==> config.mk <==
export PLATFORM = sky130hd
export DESIGN_NAME = t1tb_timer
export DESIGN_NICKNAME = d
export VERILOG_FILES = /design/src/t1tb_pkg.sv /design/src/t1tb_link_if.sv /design/src/t1tb_tick_gen.sv /design/src/t1tb_ccp.sv /design/src/t1tb_timer.sv
export VERILOG_INCLUDE_DIRS = /design/src /design/src/src
export SDC_FILE = /design/constraint.sdc
export NUM_CORES = 1
export LEC_CHECK = 0
export BUFFER_PORTS_ARGS = -buffer_cell sky130_fd_sc_hd__buf_4
export CORE_MARGIN = 1.5
export CORE_UTILIZATION = 30
export CTS_BUF_LIST = sky130_fd_sc_hd__clkbuf_4 sky130_fd_sc_hd__clkbuf_8
export DETAILED_ROUTE_END_ITERATION = 7
export SLEW_MARGIN = 40
export SYNTH_ARGS = -nofsm -noshare
export SYNTH_HDL_FRONTEND = slang
export SYNTH_SLANG_ARGS = --single-unit
export TNS_END_PERCENT = 5
==> constraint.sdc <==
create_clock -name clk -period 1.75 [get_ports clk]
set_input_delay 0.0875 -clock clk [delete_from_list [all_inputs] [get_ports clk]]
set_output_delay 0.0875 -clock clk [all_outputs]
set_load 0.02 [all_outputs]
==> src/t1tb_defs.svh <==
`ifndef T1TB_DEFS_SVH
`define T1TB_DEFS_SVH
// Register byte offsets on the bus.
`define T1TB_OFS_CTRL 6'h00
`define T1TB_OFS_CNT_LO 6'h04
`define T1TB_OFS_CNT_HI 6'h08
`define T1TB_OFS_MAT_LO 6'h0c
`define T1TB_OFS_MAT_HI 6'h10
`define T1TB_OFS_CCP 6'h14
`define T1TB_OFS_FLAG 6'h18
`define T1TB_OFS_IEN 6'h1c
`define T1TB_OFS_CORE 6'h20
`define T1TB_OFS_STAT 6'h24
// Control register fields.
`define T1TB_CTL_ON 0
`define T1TB_CTL_SRC 2:1
`define T1TB_CTL_OSC 3
`define T1TB_CTL_UNSYNC 4
`define T1TB_CTL_MASK 8'h1f
// Capture/compare control fields.
`define T1TB_CCP_MODE 1:0
`define T1TB_CCP_EDGE 2
// Flag and enable bits, same layout.
`define T1TB_FLG_OVF 0
`define T1TB_FLG_CCP 1
// Core interrupt control bits.
`define T1TB_CORE_PERIPH 6
`define T1TB_CORE_GLOBAL 7
// Reset values and counter limits.
`define T1TB_RST_BYTE 8'h00
`define T1TB_CNT_MAX 16'hffff
`define T1TB_CNT_ZERO 16'h0000
// System clock divider for the slow count source.
`define T1TB_SYS_DIV 4
`endif

==> src/t1tb_pkg.sv <==
package t1tb_pkg;
    // Count source choices.
    typedef enum logic [1:0] {T1TB_SRC_DIV, T1TB_SRC_SYS, T1TB_SRC_PIN, T1TB_SRC_OSC} t1tb_src_e;
    // Capture/compare modes.
    typedef enum logic [1:0] {T1TB_CCP_OFF, T1TB_CCP_CAPTURE, T1TB_CCP_COMPARE,
        T1TB_CCP_SPECIAL} t1tb_ccp_e;
    // State of the top module.
    typedef struct packed {
        logic waitReq;
        logic [31:0] rdata;
        logic [7:0] ctrl;
        logic [15:0] count;
        logic [15:0] match;
        logic [2:0] ccpCtrl;
        logic [1:0] flags;
        logic [1:0] enables;
        logic [1:0] core;
        logic irq;
        logic wake;
        logic oscOn;
    } t1tb_core_s;
    // State of the tick generator.
    typedef struct packed {
        logic [1:0] div;
        logic pinPrev;
        logic tick;
    } t1tb_tick_s;
    // State of the capture/compare unit.
    typedef struct packed {
        logic pinPrev;
        logic eqPrev;
        logic cap;
        logic cmp;
    } t1tb_ccp_s;
endpackage

==> src/t1tb_link_if.sv <==
`timescale 1ns/1ps
// Signals shared by the core, the tick generator and the capture unit.
interface t1tb_link_if;
    logic tick;
    t1tb_pkg::t1tb_src_e src;
    logic [15:0] count;
    logic [15:0] match;
    t1tb_pkg::t1tb_ccp_e mode;
    logic capEdge;
    logic captureEvt;
    logic compareEvt;
    modport core (output src, count, match, mode, capEdge, input tick, captureEvt, compareEvt);
    modport src_side (input src, output tick);
    modport ccp (input count, match, mode, capEdge, output captureEvt, compareEvt);
endinterface

==> src/t1tb_tick_gen.sv <==
`timescale 1ns/1ps
`include "t1tb_defs.svh"
// Turns the selected count source into one-cycle count enables.
module t1tb_tick_gen (
    input wire logic clk,
    input wire logic sys_rst,
    input wire logic extClkPin,
    input wire logic oscEnable,
    t1tb_link_if.src_side lnk
);
    t1tb_pkg::t1tb_tick_s r;
    t1tb_pkg::t1tb_tick_s n;
    logic pinRise;
    // Divider, pin edge detect and source choice.
    always_comb
    begin
        n = r;
        pinRise = extClkPin && !r.pinPrev;
        n.pinPrev = extClkPin;
        n.div = r.div + 2'd1;
        case (lnk.src)
            t1tb_pkg::T1TB_SRC_DIV: n.tick = (r.div == 2'(`T1TB_SYS_DIV - 1));
            t1tb_pkg::T1TB_SRC_SYS: n.tick = 1'b1;
            t1tb_pkg::T1TB_SRC_PIN: n.tick = pinRise;
            t1tb_pkg::T1TB_SRC_OSC: n.tick = pinRise && oscEnable;
            default: n.tick = 1'b0;
        endcase
    end
    // State register.
    always_ff @(posedge clk or posedge sys_rst)
    begin
        if (sys_rst)
            r <= '0;
        else
            r <= n;
    end
    assign lnk.tick = r.tick;
endmodule

==> src/t1tb_ccp.sv <==
`timescale 1ns/1ps
// Capture edge detect and compare match detect on the counter.
module t1tb_ccp (
    input wire logic clk,
    input wire logic sys_rst,
    input wire logic ccpPin,
    t1tb_link_if.ccp lnk
);
    t1tb_pkg::t1tb_ccp_s r;
    t1tb_pkg::t1tb_ccp_s n;
    logic pinEdge;
    logic equal;
    // Events are one-cycle pulses.
    always_comb
    begin
        n = r;
        pinEdge = lnk.capEdge ? (ccpPin && !r.pinPrev) : (!ccpPin && r.pinPrev);
        equal = (lnk.count == lnk.match);
        n.pinPrev = ccpPin;
        n.eqPrev = equal;
        n.cap = (lnk.mode == t1tb_pkg::T1TB_CCP_CAPTURE) && pinEdge;
        // A match fires once, when equality begins.
        n.cmp = ((lnk.mode == t1tb_pkg::T1TB_CCP_COMPARE) ||
            (lnk.mode == t1tb_pkg::T1TB_CCP_SPECIAL)) && equal && !r.eqPrev;
    end
    // State register.
    always_ff @(posedge clk or posedge sys_rst)
    begin
        if (sys_rst)
            r <= '0;
        else
            r <= n;
    end
    assign lnk.captureEvt = r.cap;
    assign lnk.compareEvt = r.cmp;
endmodule

==> src/t1tb_timer.sv <==
// Added by the designer: the Avalon-MM slave port and the placing of the registers.
`timescale 1ns/1ps
`include "t1tb_defs.svh"

////////////////////////////////////////////////////////////////////////////////
// Summary of operation
// - Count up to FFFFh, then wrap to 0000h.
// - Wrap sets the overflow flag.
// - Overflow interrupt needs on, enable, peripheral, global.
// - Flag stays set until software clears it.
// - In sleep, count only as asynchronous counter.
// - Asynchronous mode counts external crystal or clock.
// - Overflow in sleep wakes the processor when enable and peripheral are set.
// - With global enable set, wake also interrupts.
// - Dedicated oscillator runs in sleep regardless.
// - Capture/compare uses this counter as time base.
// - Capture event copies count into match pair.
// - Match of pair and count raises an event.
// - Special event clears count, no overflow flag.
// - Counter write beats a coincident special event.
module t1tb_timer #(
    parameter int AW = 6
) (
    input wire logic clk,
    input wire logic sys_rst,
    input wire logic [AW-1:0] address,
    input wire logic read,
    input wire logic write,
    input wire logic [31:0] writedata,
    input wire logic [3:0] byteenable,
    output logic [31:0] readdata,
    output logic waitrequest,
    input wire logic extClkPin,
    input wire logic ccpPin,
    input wire logic sleepIn,
    output logic irq,
    output logic wakeReq,
    output logic oscRun
);

    ////////////////////////////////////////////////////////////////////////////
    // Declarations.

    // Registered state and its next value.
    t1tb_pkg::t1tb_core_s state_reg;
    t1tb_pkg::t1tb_core_s state_next;

    // Shared signals with the two helper modules.
    t1tb_link_if lnk ();

    // A write that completes in this cycle, low byte enabled.
    logic busWr;

    // A request that is being accepted into the answer register.
    logic busReq;

    // Counting is allowed in the present power state.
    logic countOn;

    // The counter wraps in this cycle.
    logic overflow;

    // The compare unit asks for a counter clear.
    logic special;

    // Software writes a counter byte in this cycle.
    logic cntWrite;

    // Write-one-to-clear mask for the flag register.
    logic [1:0] clearMask;

    // Events that set flags in this cycle.
    logic [1:0] setMask;

    // Source is one of the external ones.
    logic extSource;

    ////////////////////////////////////////////////////////////////////////////
    // Functions.

    // Places a byte in the low lane of a bus word.
    function automatic logic [31:0] lowByte(input logic [7:0] b);
        lowByte = {24'h000000, b};
    endfunction

    // Builds the read word for an address.
    function automatic logic [31:0] readWord(
        input t1tb_pkg::t1tb_core_s s,
        input logic [AW-1:0] a,
        input logic slp
    );
        case (a)
            `T1TB_OFS_CTRL: readWord = lowByte(s.ctrl);
            `T1TB_OFS_CNT_LO: readWord = lowByte(s.count[7:0]);
            `T1TB_OFS_CNT_HI: readWord = lowByte(s.count[15:8]);
            `T1TB_OFS_MAT_LO: readWord = lowByte(s.match[7:0]);
            `T1TB_OFS_MAT_HI: readWord = lowByte(s.match[15:8]);
            `T1TB_OFS_CCP: readWord = lowByte({5'h00, s.ccpCtrl});
            `T1TB_OFS_FLAG: readWord = lowByte({6'h00, s.flags});
            `T1TB_OFS_IEN: readWord = lowByte({6'h00, s.enables});
            `T1TB_OFS_CORE: readWord = lowByte({s.core, 6'h00});
            `T1TB_OFS_STAT: readWord = lowByte({6'h00, slp, s.oscOn});
            // Unmapped addresses read as zero.
            default: readWord = 32'h00000000;
        endcase
    endfunction

    ////////////////////////////////////////////////////////////////////////////
    // Helper modules.

    // The shared signals are driven from the state register.
    assign lnk.src = t1tb_pkg::t1tb_src_e'(state_reg.ctrl[`T1TB_CTL_SRC]);
    assign lnk.count = state_reg.count;
    assign lnk.match = state_reg.match;
    assign lnk.mode = t1tb_pkg::t1tb_ccp_e'(state_reg.ccpCtrl[`T1TB_CCP_MODE]);
    assign lnk.capEdge = state_reg.ccpCtrl[`T1TB_CCP_EDGE];

    // Produces count enables from the chosen source.
    t1tb_tick_gen u_tick (
        .clk(clk),
        .sys_rst(sys_rst),
        .extClkPin(extClkPin),
        .oscEnable(state_reg.ctrl[`T1TB_CTL_OSC]),
        .lnk(lnk.src_side)
    );

    // Detects capture edges and compare matches.
    t1tb_ccp u_ccp (
        .clk(clk),
        .sys_rst(sys_rst),
        .ccpPin(ccpPin),
        .lnk(lnk.ccp)
    );

    ////////////////////////////////////////////////////////////////////////////
    // Next-state logic.

    // All register, counter and interrupt behaviour is computed here.
    always_comb
    begin
        state_next = state_reg;

        // Bus handshake: one wait cycle, then completion.
        busReq = (read || write) && state_reg.waitReq;
        busWr = write && !state_reg.waitReq && byteenable[0];
        if (busReq)
        begin
            // Answer is ready at the next edge.
            state_next.waitReq = 1'b0;
            // Read data stand until the next read answer; a write leaves them alone.
            if (read)
            begin
                state_next.rdata = readWord(state_reg, address, sleepIn);
            end
        end
        else
        begin
            // Idle or just completed: stall the next request.
            state_next.waitReq = 1'b1;
        end

        // Plain register writes.
        clearMask = 2'b00;
        if (busWr)
        begin
            case (address)
                `T1TB_OFS_CTRL: state_next.ctrl = writedata[7:0] & `T1TB_CTL_MASK;
                `T1TB_OFS_MAT_LO: state_next.match[7:0] = writedata[7:0];
                `T1TB_OFS_MAT_HI: state_next.match[15:8] = writedata[7:0];
                `T1TB_OFS_CCP: state_next.ccpCtrl = writedata[2:0];
                `T1TB_OFS_FLAG: clearMask = writedata[1:0];
                `T1TB_OFS_IEN: state_next.enables = writedata[1:0];
                `T1TB_OFS_CORE: state_next.core = writedata[7:6];
                // Other addresses, counters included, are handled below.
                default: clearMask = 2'b00;
            endcase
        end

        // Sleep gating of the count enable.
        extSource = (lnk.src == t1tb_pkg::T1TB_SRC_PIN) ||
            (lnk.src == t1tb_pkg::T1TB_SRC_OSC);
        countOn = state_reg.ctrl[`T1TB_CTL_ON] &&
            (!sleepIn || (extSource && state_reg.ctrl[`T1TB_CTL_UNSYNC]));

        // Counting and wrap detection.
        overflow = 1'b0;
        if (countOn && lnk.tick)
        begin
            // The sum wraps naturally from the maximum to zero.
            state_next.count = state_reg.count + 16'h0001;
            overflow = (state_reg.count == `T1TB_CNT_MAX);
        end

        // Special event clears the counter and is no overflow.
        special = lnk.compareEvt && (lnk.mode == t1tb_pkg::T1TB_CCP_SPECIAL);
        if (special)
        begin
            state_next.count = `T1TB_CNT_ZERO;
            overflow = 1'b0;
        end

        // Software counter writes come last, so they beat the clear.
        cntWrite = busWr && ((address == `T1TB_OFS_CNT_LO) ||
            (address == `T1TB_OFS_CNT_HI));
        if (busWr && (address == `T1TB_OFS_CNT_LO))
        begin
            state_next.count[7:0] = writedata[7:0];
        end
        if (busWr && (address == `T1TB_OFS_CNT_HI))
        begin
            state_next.count[15:8] = writedata[7:0];
        end
        if (cntWrite)
        begin
            // A written counter does not also wrap in this cycle.
            overflow = 1'b0;
        end

        // Capture copies the running count into the match pair.
        if (lnk.captureEvt)
        begin
            state_next.match = state_reg.count;
        end

        // Sticky flags: a new event wins over a clear.
        setMask = 2'b00;
        setMask[`T1TB_FLG_OVF] = overflow;
        setMask[`T1TB_FLG_CCP] = lnk.captureEvt || lnk.compareEvt;
        state_next.flags = (state_reg.flags & ~clearMask) | setMask;

        // Interrupt line: all four gates for the overflow source.
        state_next.irq = (((state_next.flags[`T1TB_FLG_OVF] &&
            state_next.enables[`T1TB_FLG_OVF] && state_next.ctrl[`T1TB_CTL_ON]) ||
            (state_next.flags[`T1TB_FLG_CCP] && state_next.enables[`T1TB_FLG_CCP])) &&
            state_next.core[0] && state_next.core[1]);

        // Wake pulse: overflow in sleep with its enables, global not needed.
        state_next.wake = sleepIn && overflow &&
            state_reg.enables[`T1TB_FLG_OVF] && state_reg.core[0];

        // The dedicated oscillator follows its enable in any power state.
        state_next.oscOn = state_next.ctrl[`T1TB_CTL_OSC];
    end

    ////////////////////////////////////////////////////////////////////////////
    // State register.

    // Reset leaves the timer stopped, flags clear and the bus stalled.
    always_ff @(posedge clk or posedge sys_rst)
    begin
        if (sys_rst)
        begin
            state_reg <= '0;
            state_reg.waitReq <= 1'b1;
        end
        else
        begin
            state_reg <= state_next;
        end
    end

    ////////////////////////////////////////////////////////////////////////////
    // Outputs.

    // Each output is a field of the state register.
    assign readdata = state_reg.rdata;
    assign waitrequest = state_reg.waitReq;
    assign irq = state_reg.irq;
    assign wakeReq = state_reg.wake;
    assign oscRun = state_reg.oscOn;

endmodule

==> qor.txt, run 1 <==
ROUTE
----------------------------------------------------------------------------------------
Total via count after detailed routing ....................................         3451
Detailed Route WL .........................................................     11.32 mm
Wire per inst .............................................................     16.85 um
DR iter-0 viols ...........................................................          277
Final ANT Viol Nets .......................................................            0
Detailed-route DRC error count ............................................            0
Number of detailed-routing iterations run before antenna repair ...........            5
Ratio of routed vias to standard cells ....................................        5.135

WORST SETUP PATH
----------------------------------------------------------------------------------------
Data required time at the worst endpoint ..................................      1.99 ns
Largest stage delay, worst path ...........................................      0.52 ns
Count of buffer and inverter cells on the critical path ...................            0
Arrival time of data at the critical path endpoint ........................      1.96 ns
Maximum fanout along the worst path .......................................            6
Chain of cells forming the critical path .................................. and3b_2, nand4_1, mux2_4, and2_4, o2bb2a_4
Family with the most delay on the worst path .............................. simple AND/OR/NAND/NOR gates
CP startpoint kind ........................................................         flop
Category of the worst setup path capture point ............................         flop
Critical setup path kind .................................................. flop to flop
Slowest-stage cell, CP .................................................... sky130_fd_sc_hd__dfstp_2

SYNTHESIS
----------------------------------------------------------------------------------------
Post-synthesis cell type count ............................................           61
Sequential share of the synthesized area ..................................       0.4045
Post-synthesis register bit count .........................................           65
Mapped Avg Cell Area ......................................................   9.581 um^2
Most repeated cell in the gate-level netlist after synthesis .............. sky130_fd_sc_hd__dfrtp_1
Post-Synthesis Cells ......................................................          420
Leading register cell type out of synthesis ............................... sky130_fd_sc_hd__dfrtp_1
Leading cell types by total area after synthesis .......................... sky130_fd_sc_hd__dfrtp_1 (40%), sky130_fd_sc_hd__buf_4 (6.2%), sky130_fd_sc_hd__mux2i_1 (5.7%)
Area share of the leading cell type in the synthesized netlist ............       0.3980
Area of the mapped netlist ................................................    4024 um^2
Top cells by instance count after synthesis ............................... sky130_fd_sc_hd__dfrtp_1 (64), sky130_fd_sc_hd__nand2_1 (48), sky130_fd_sc_hd__o21ai_0 (34)
Syn. warnings .............................................................            0
Post-synthesis cell type with the largest combined area ................... sky130_fd_sc_hd__dfrtp_1
Number of enable-type register cells in the synthesized netlist ...........            0
Ys async rst share ........................................................        1.000

LAYOUT
----------------------------------------------------------------------------------------
Area occupied by multi-input gates ........................................    2231 um^2
Sequential cell area ......................................................    1628 um^2
Number of fill cells in the layout ........................................         1270
Fin nets ..................................................................          542
Util after Layout .........................................................       0.3852
Layout overhead on the synthesized area ...................................       26.27%
Layout cells sized above 1 ................................................       0.3085
Antenna cell count ........................................................            0

STA
----------------------------------------------------------------------------------------
Achievable clock frequency ................................................   0.5810 GHz
Time the final worst path needs with I/O delays and setup .................     1.721 ns
Setup tns final ...........................................................         0 ns
Ratio of final minimum period to clock period .............................       0.9836
RSZ-0062 raised after global routing ......................................         true
Final Max Slew Viols ......................................................            0
Layout Skew ...............................................................   0.01354 ns
# setup viols final .......................................................            0
Total count of hold-check failures in the final report ....................            0

CTS
----------------------------------------------------------------------------------------
Clock slew at reported path FFs ...........................................      0.07 ns
Sinks on Clock Net ........................................................           65
CTS tree ..................................................................         done
CTS Buffer Depth ..........................................................            2
H-tree level count ........................................................            3
Clk Latency, worst-skew pair ..............................................      0.35 ns
CTS Root Buffer Type ...................................................... sky130_fd_sc_hd__clkbuf_8
TritonCTS Buffers .........................................................            9

FLOORPLANNING
----------------------------------------------------------------------------------------
Floorplan die area ........................................................   14120 um^2
Area of the core region ...................................................   13190 um^2
IO Count ..................................................................           85
Horizontal die dimension ..................................................     118.8 um
Die Ht ....................................................................     118.8 um
Number of core rows .......................................................           42
Starting Density ..........................................................       0.3051

PLACED DESIGN
----------------------------------------------------------------------------------------
Total of buffers placed on input and output ports .........................           33
RePlAce Congestion ........................................................       0.8712
Total half-perimeter wirelength after legalization and detailed placement .     8.363 mm

MIN PATH
----------------------------------------------------------------------------------------
Hold WC Path Type ......................................................... primary input to flop

PWR
----------------------------------------------------------------------------------------
Leak Pwr ..................................................................     2.298 nW
Post-route total power ....................................................     3.895 mW
Total power per unit cell area ............................................ 766.5 nW/um^2
Peak supply drop ..........................................................    0.3544 mV

GLOBAL ROUTE
----------------------------------------------------------------------------------------
Met2 usage ................................................................       0.2667
GR peak layer .............................................................         met2
Maximum number of pins on one net before global-route repair ..............           66
Met3 demand-to-capacity share in global routing ...........................      0.03544
Met1 global-route usage ...................................................       0.2225
Total global routing track utilization ....................................       0.1677
Remaining global-route overflow ...........................................            0
First-pass GRT wire length ................................................     18.53 mm
Via count of the first global-routing pass ................................         3438
Initial antenna violation count ...........................................            0

STATUS
----------------------------------------------------------------------------------------
Run status ................................................................    completed

RUN
----------------------------------------------------------------------------------------
Maximum capacitance violations ............................................            0

==> power by group <==
part	total, mW	leakage, nW	switching, mW	internal, mW
combinational	0.766	1.37	0.411	0.355
sequential	1.80	0.821	0.145	1.66
clock	1.33	0.108	0.585	0.741
total	3.89	2.30	1.14	2.75
==> worst min-delay path, delay by kind of cell <==
kind / cells / cell delay [ns]
buf+inv: 1 / 0.13
simple gates: 2 / 0.12
==> cell families (layout without fill, tap and decap cells) <==
kind of cell,Yosys count,count (layout),share of synthesized area
AO/OA/AOI/OAI,97,97,0.1521
XOR/XNOR,18,18,0.03918
adder cells (fa/ha/maj),2,2,0.006218
buffers and inverters,63,116,0.09546
flip-flops,65,65,0.4045
multiplexers,41,41,0.1188
other,1,24,0.0009319
AND/OR/NAND/NOR,133,133,0.1828
==> cell usage in the layout, fill, tap and decap left out, types with 7 or more instances in the layout <==
master                     instances
sky130_fd_sc_hd__buf_4            82
sky130_fd_sc_hd__dfrtp_1          64
sky130_fd_sc_hd__nand2_1          48
sky130_fd_sc_hd__o21ai_0          34
sky130_fd_sc_hd__conb_1           24
sky130_fd_sc_hd__mux2i_1          23
sky130_fd_sc_hd__a21oi_1          19
sky130_fd_sc_hd__nor2_1           17
sky130_fd_sc_hd__xnor2_1          17
sky130_fd_sc_hd__nand3_1          15
sky130_fd_sc_hd__nand4_1          13
sky130_fd_sc_hd__mux2_2           13
sky130_fd_sc_hd__a22o_1           10
sky130_fd_sc_hd__clkbuf_8         10
sky130_fd_sc_hd__a22oi_1           7
==> path summary, 6_finish.rpt <==
| path | slack, ns | from | depth (start not counted) | to |
|---|---|---|---|---|
| max reg2reg | 0.03 | waitrequest | 5 | irq |
| min in group asynchronous | 0.38 | sys_rst | 4 | u_ccp.r[3] |
| min | 0.03 | sleepIn | 3 | wakeReq |
| max in group asynchronous | 1.04 | sys_rst | 4 | waitrequest |
| max | 0.03 | waitrequest | 5 | irq |
| min reg2reg | 0.43 | u_tick.r[2] | 1 | u_tick.r[2] |
==> per-stage QoR <==
stage | setup WS (ns) | cells | area (um^2) | hold WS (ns)
floorplan | -0.09473 | 443 | 4144 | 0.1189
global placement | -0.05273 | 649 | 4700 | 0.1889
detailed placement | -0.09398 | 649 | 4700 | 0.1976
CTS | -0.01620 | 671 | 4982 | 0.006545
global route | -0.03838 | 672 | 5081 | 0.008740
finish | 0.02873 | 672 | 5081 | 0.02763
==> metal layers <==
metal	wire length, um	up-vias
li1	-	1604
met1	5131	1697
met2	5396	128
met3	525	22
met4	267	0
met5	0	-
==> cell type report <==
| cell class | instances | share of cell area |
|---|---|---|
| clock inverter | 3 | 0.007880 |
| inverter | 6 | 0.004432 |
| clock buffer | 13 | 0.03152 |
| sequential | 65 | 0.3204 |
| tap | 176 | 0.04334 |
| timing repair buffer | 94 | 0.1534 |
| multi-input combinational | 315 | 0.4391 |
==> timing repair <==
action	4_1_cts	5_1_grt
buffers inserted	1	1
pin swaps	2	5
gates resized for setup	7	15
setup endpoints to repair	12	18
cloned	0	0
hold endpoints to repair	67	0
hold buffers	5	0
Power figures use the tool's default switching activity.
==> run 2: changes to the inputs <==
CORE_ASPECT_RATIO = 0.75   (was unset)
CTS_CLUSTER_DIAMETER = 150   (was unset)
==> run 2 against run 1 <==
Effect of this change: the flow now finishes with violations (setup timing); sequential power hardly changed; clock skew down 0.0068 ns; sequential share of layout area barely moved; die area is essentially flat; first-iteration DRC count up 28%; design area is essentially flat; total power hardly changed; register-to-register slack lost 0.03 ns; highest routed layer unchanged.
==> qor.txt, run 2 (same netlist as run 1, synthesis figures left out) <==
PWR
----------------------------------------------------------------------------------------
Internal power ............................................................     2.747 mW   -0.24%
Peak supply drop ..........................................................    0.3584 mV   +1.1%
Net switching power .......................................................     1.149 mW   +0.68%
Post-route total power ....................................................     3.896 mW   about the same
Power share of the sequential group .......................................        0.463   about the same
Total power per unit cell area ............................................ 766.6 nW/um^2   about the same
Switching share of total power ............................................       0.2949   +0.001915
Share of total power in the clock network .................................        0.341   about the same
Leak Pwr ..................................................................     2.317 nW   +0.79%
Logic gate share of total power ...........................................        0.196   about the same

CTS
----------------------------------------------------------------------------------------
CTS Root Buffer Type ...................................................... sky130_fd_sc_hd__clkbuf_8
CTS Buffer Depth ..........................................................            2   unchanged
TritonCTS Buffers .........................................................            9   unchanged
H-tree level count ........................................................            3   unchanged
Sinks on Clock Net ........................................................           65   unchanged
CTS tree ..................................................................         done
Clk Latency, worst-skew pair ..............................................      0.35 ns   about the same
Clock slew at reported path FFs ...........................................      0.07 ns   about the same

WORST SETUP PATH
----------------------------------------------------------------------------------------
Cell type with the highest occurrence count on the critical path .......... sky130_fd_sc_hd__buf_6
Category of the worst setup path capture point ............................         flop
Largest stage delay, worst path ...........................................      0.37 ns   -0.15 ns
Arrival time of data at the critical path endpoint ........................      2.03 ns   +0.07 ns
Endpoint of the lowest-slack register-to-register path .................... lnk.count[2]
Worst setup path startpoint ...............................................  waitrequest
Maximum fanout along the worst path .......................................            6   unchanged
Worst setup slack for register-to-register paths ..........................    -0.004 ns   -0.03 ns
Start of the worst register-to-register path ..............................  waitrequest
Chain of cells forming the critical path .................................. buf_4, nand3b_1, nor3_4, buf_6, buf_6, a21oi_1, nor2_1, a2bb2oi_1
Data required time at the worst endpoint ..................................      2.03 ns   +0.04 ns
Critical setup path kind .................................................. flop to flop
Slowest-stage cell, CP .................................................... sky130_fd_sc_hd__dfstp_2
CP startpoint kind ........................................................         flop
R2R cell count ............................................................            8   +3

FLOORPLANNING
----------------------------------------------------------------------------------------
Horizontal die dimension ..................................................     136.7 um   +15%
IO Count ..................................................................           85   unchanged
Floorplan die area ........................................................   14120 um^2   about the same
Die Ht ....................................................................     103.3 um   -13%
Starting Density ..........................................................       0.3091   +0.004046
Number of core rows .......................................................           36   -14%
Area of the core region ...................................................   13020 um^2   -1.3%

GLOBAL ROUTE
----------------------------------------------------------------------------------------
Remaining global-route overflow ...........................................            0   unchanged
Via count of the first global-routing pass ................................         3276   -4.7%
First-pass GRT wire length ................................................     18.06 mm   -2.5%
Maximum number of pins on one net before global-route repair ..............           66   unchanged
Initial antenna violation count ...........................................            0   unchanged
Total global routing track utilization ....................................       0.1731   +0.005398

MIN PATH
----------------------------------------------------------------------------------------
Worst Hold End ............................................................ lnk.count[13]
Origin of the worst min-delay path ........................................ writedata[5]
Hold WC Path Type ......................................................... primary input to flop
Number of cells on the worst hold path ....................................            3   unchanged

STA
----------------------------------------------------------------------------------------
RSZ-0062 raised after global routing ......................................         true
Total count of hold-check failures in the final report ....................            0   unchanged
Ratio of final minimum period to clock period .............................        1.002   +0.01846
Final-layout worst hold slack .............................................   0.02138 ns   -0.006251 ns
Layout Skew ...............................................................  0.006750 ns   -0.006786 ns
Achievable clock frequency ................................................   0.5703 GHz   -1.8%
Slack of the critical path ................................................ -0.003569 ns   -0.03230 ns
Setup tns final ........................................................... -0.003569 ns   -0.003569 ns
Time the final worst path needs with I/O delays and setup .................     1.754 ns   +0.03230 ns
# setup viols final .......................................................            1   +1
Final Max Slew Viols ......................................................            0   unchanged

LAYOUT
----------------------------------------------------------------------------------------
Antenna cell count ........................................................            0   unchanged
Layout cells sized above 1 ................................................       0.3141   +0.005648
Commonest non-fill, non-tap cells in the layout ........................... sky130_fd_sc_hd__buf_4 (89), sky130_fd_sc_hd__dfrtp_1 (64), sky130_fd_sc_hd__nand2_1 (48)
Leading cell type in the layout, fill and taps excluded ................... sky130_fd_sc_hd__buf_4
Area of all placed cells without fillers ..................................    5082 um^2   about the same
Layout overhead on the synthesized area ...................................       26.31%   about the same
Fin nets ..................................................................          549   +1.3%

ROUTE
----------------------------------------------------------------------------------------
Detailed-route DRC error count ............................................            0   unchanged
Ratio of routed vias to standard cells ....................................        5.172   +0.71%
Detailed Route WL .........................................................     11.76 mm   +3.9%
Total via count after detailed routing ....................................         3486   +1.0%
DR iter-0 viols ...........................................................          354   +28%
Number of detailed-routing iterations run before antenna repair ...........            5   unchanged
Wire per inst .............................................................     17.45 um   +3.6%
Final ANT Viol Nets .......................................................            0   unchanged

PLACED DESIGN
----------------------------------------------------------------------------------------
Dpl ws ....................................................................   -0.1069 ns   -0.01295 ns
Total half-perimeter wirelength after legalization and detailed placement .     8.525 mm   +1.9%
Dpl cell area .............................................................    4713 um^2   +0.29%
Total of buffers placed on input and output ports .........................           33   unchanged
RePlAce Congestion ........................................................       0.9129   +4.8%

STATUS
----------------------------------------------------------------------------------------
Failing checks ............................................................ setup timing
Run status ................................................................ finished with violations

RUN
----------------------------------------------------------------------------------------
Maximum capacitance violations ............................................            0   unchanged

## run 2: changes by cell type in the layout (fill, tap and decap cells not counted), moves of 3 or more
cell	delta
sky130_fd_sc_hd__buf_4	+7
sky130_fd_sc_hd__o21ai_1	+3
sky130_fd_sc_hd__a21oi_1	-3
sky130_fd_sc_hd__a21oi_2	+3
## run 2: layer usage
metal,share of wire,global-route usage,routed length (um),vias to the layer above
met2,0.43,0.2462,5099,168
li1,-,-,-,1619
met1,0.47,0.2525,5524,1683
met4,0.016,0.06301,191,0
met3,0.080,0.04337,943,16
met5,0,0,0,-
## run 2: layout make-up
type	instances	area [um^2]
fill	1287	7935
multi-input combinational	315	2205
sequential	65	1628
timing repair buffer	101	813.3
tap	171	214.0
clock buffer	13	160.2
clock inverter	3	40.04
inverter	6	22.52
## run 2: worst max-delay path by stage
stage,end,slack [ns]
5_1_grt,lnk.count[6],-0.05
3_3_place_gp,lnk.count[15],-0.04
3_5_place_dp,lnk.count[15],-0.11
6_report,lnk.count[2],-0.004
4_1_cts,lnk.count[5],-0.01
2_1_floorplan,irq,-0.09
## run 2: power groups by stage
stage / registers (mW) / clock network, mW / logic [mW]
floorplan: 1.81 / 0 / 0.503
global placement: 1.82 / 0 / 0.719
detailed placement: 1.83 / 0 / 0.731
CTS: 1.80 / 1.36 / 0.747
global route: 1.82 / 1.44 / 0.830
finish: 1.80 / 1.33 / 0.764
## run 2: stage by stage
step	utilization	std cells
3_5_place_dp	0.3621	650
2_1_floorplan	-	443
4_1_cts	0.3838	672
3_3_place_gp	0.3621	650
5_1_grt	0.3904	674
6_report	0.3904	674
## run 2: worst max-delay path: cells and delay by family (launching register included)
kind | cells | cell delay [ns]
compound gates | 2 | 0.22
buf+inv | 3 | 0.41
flops | 1 | 0.37
simple gates | 3 | 0.68
## run 2: repair_timing
item | CTS | global route
gates resized for setup | 4 | 19
pin swaps | 0 | 3
hold buffers | 6 | 0
endpoints found under the setup margin | 6 | 22
buffers inserted | 0 | 2
endpoints found under the hold margin | 68 | 0
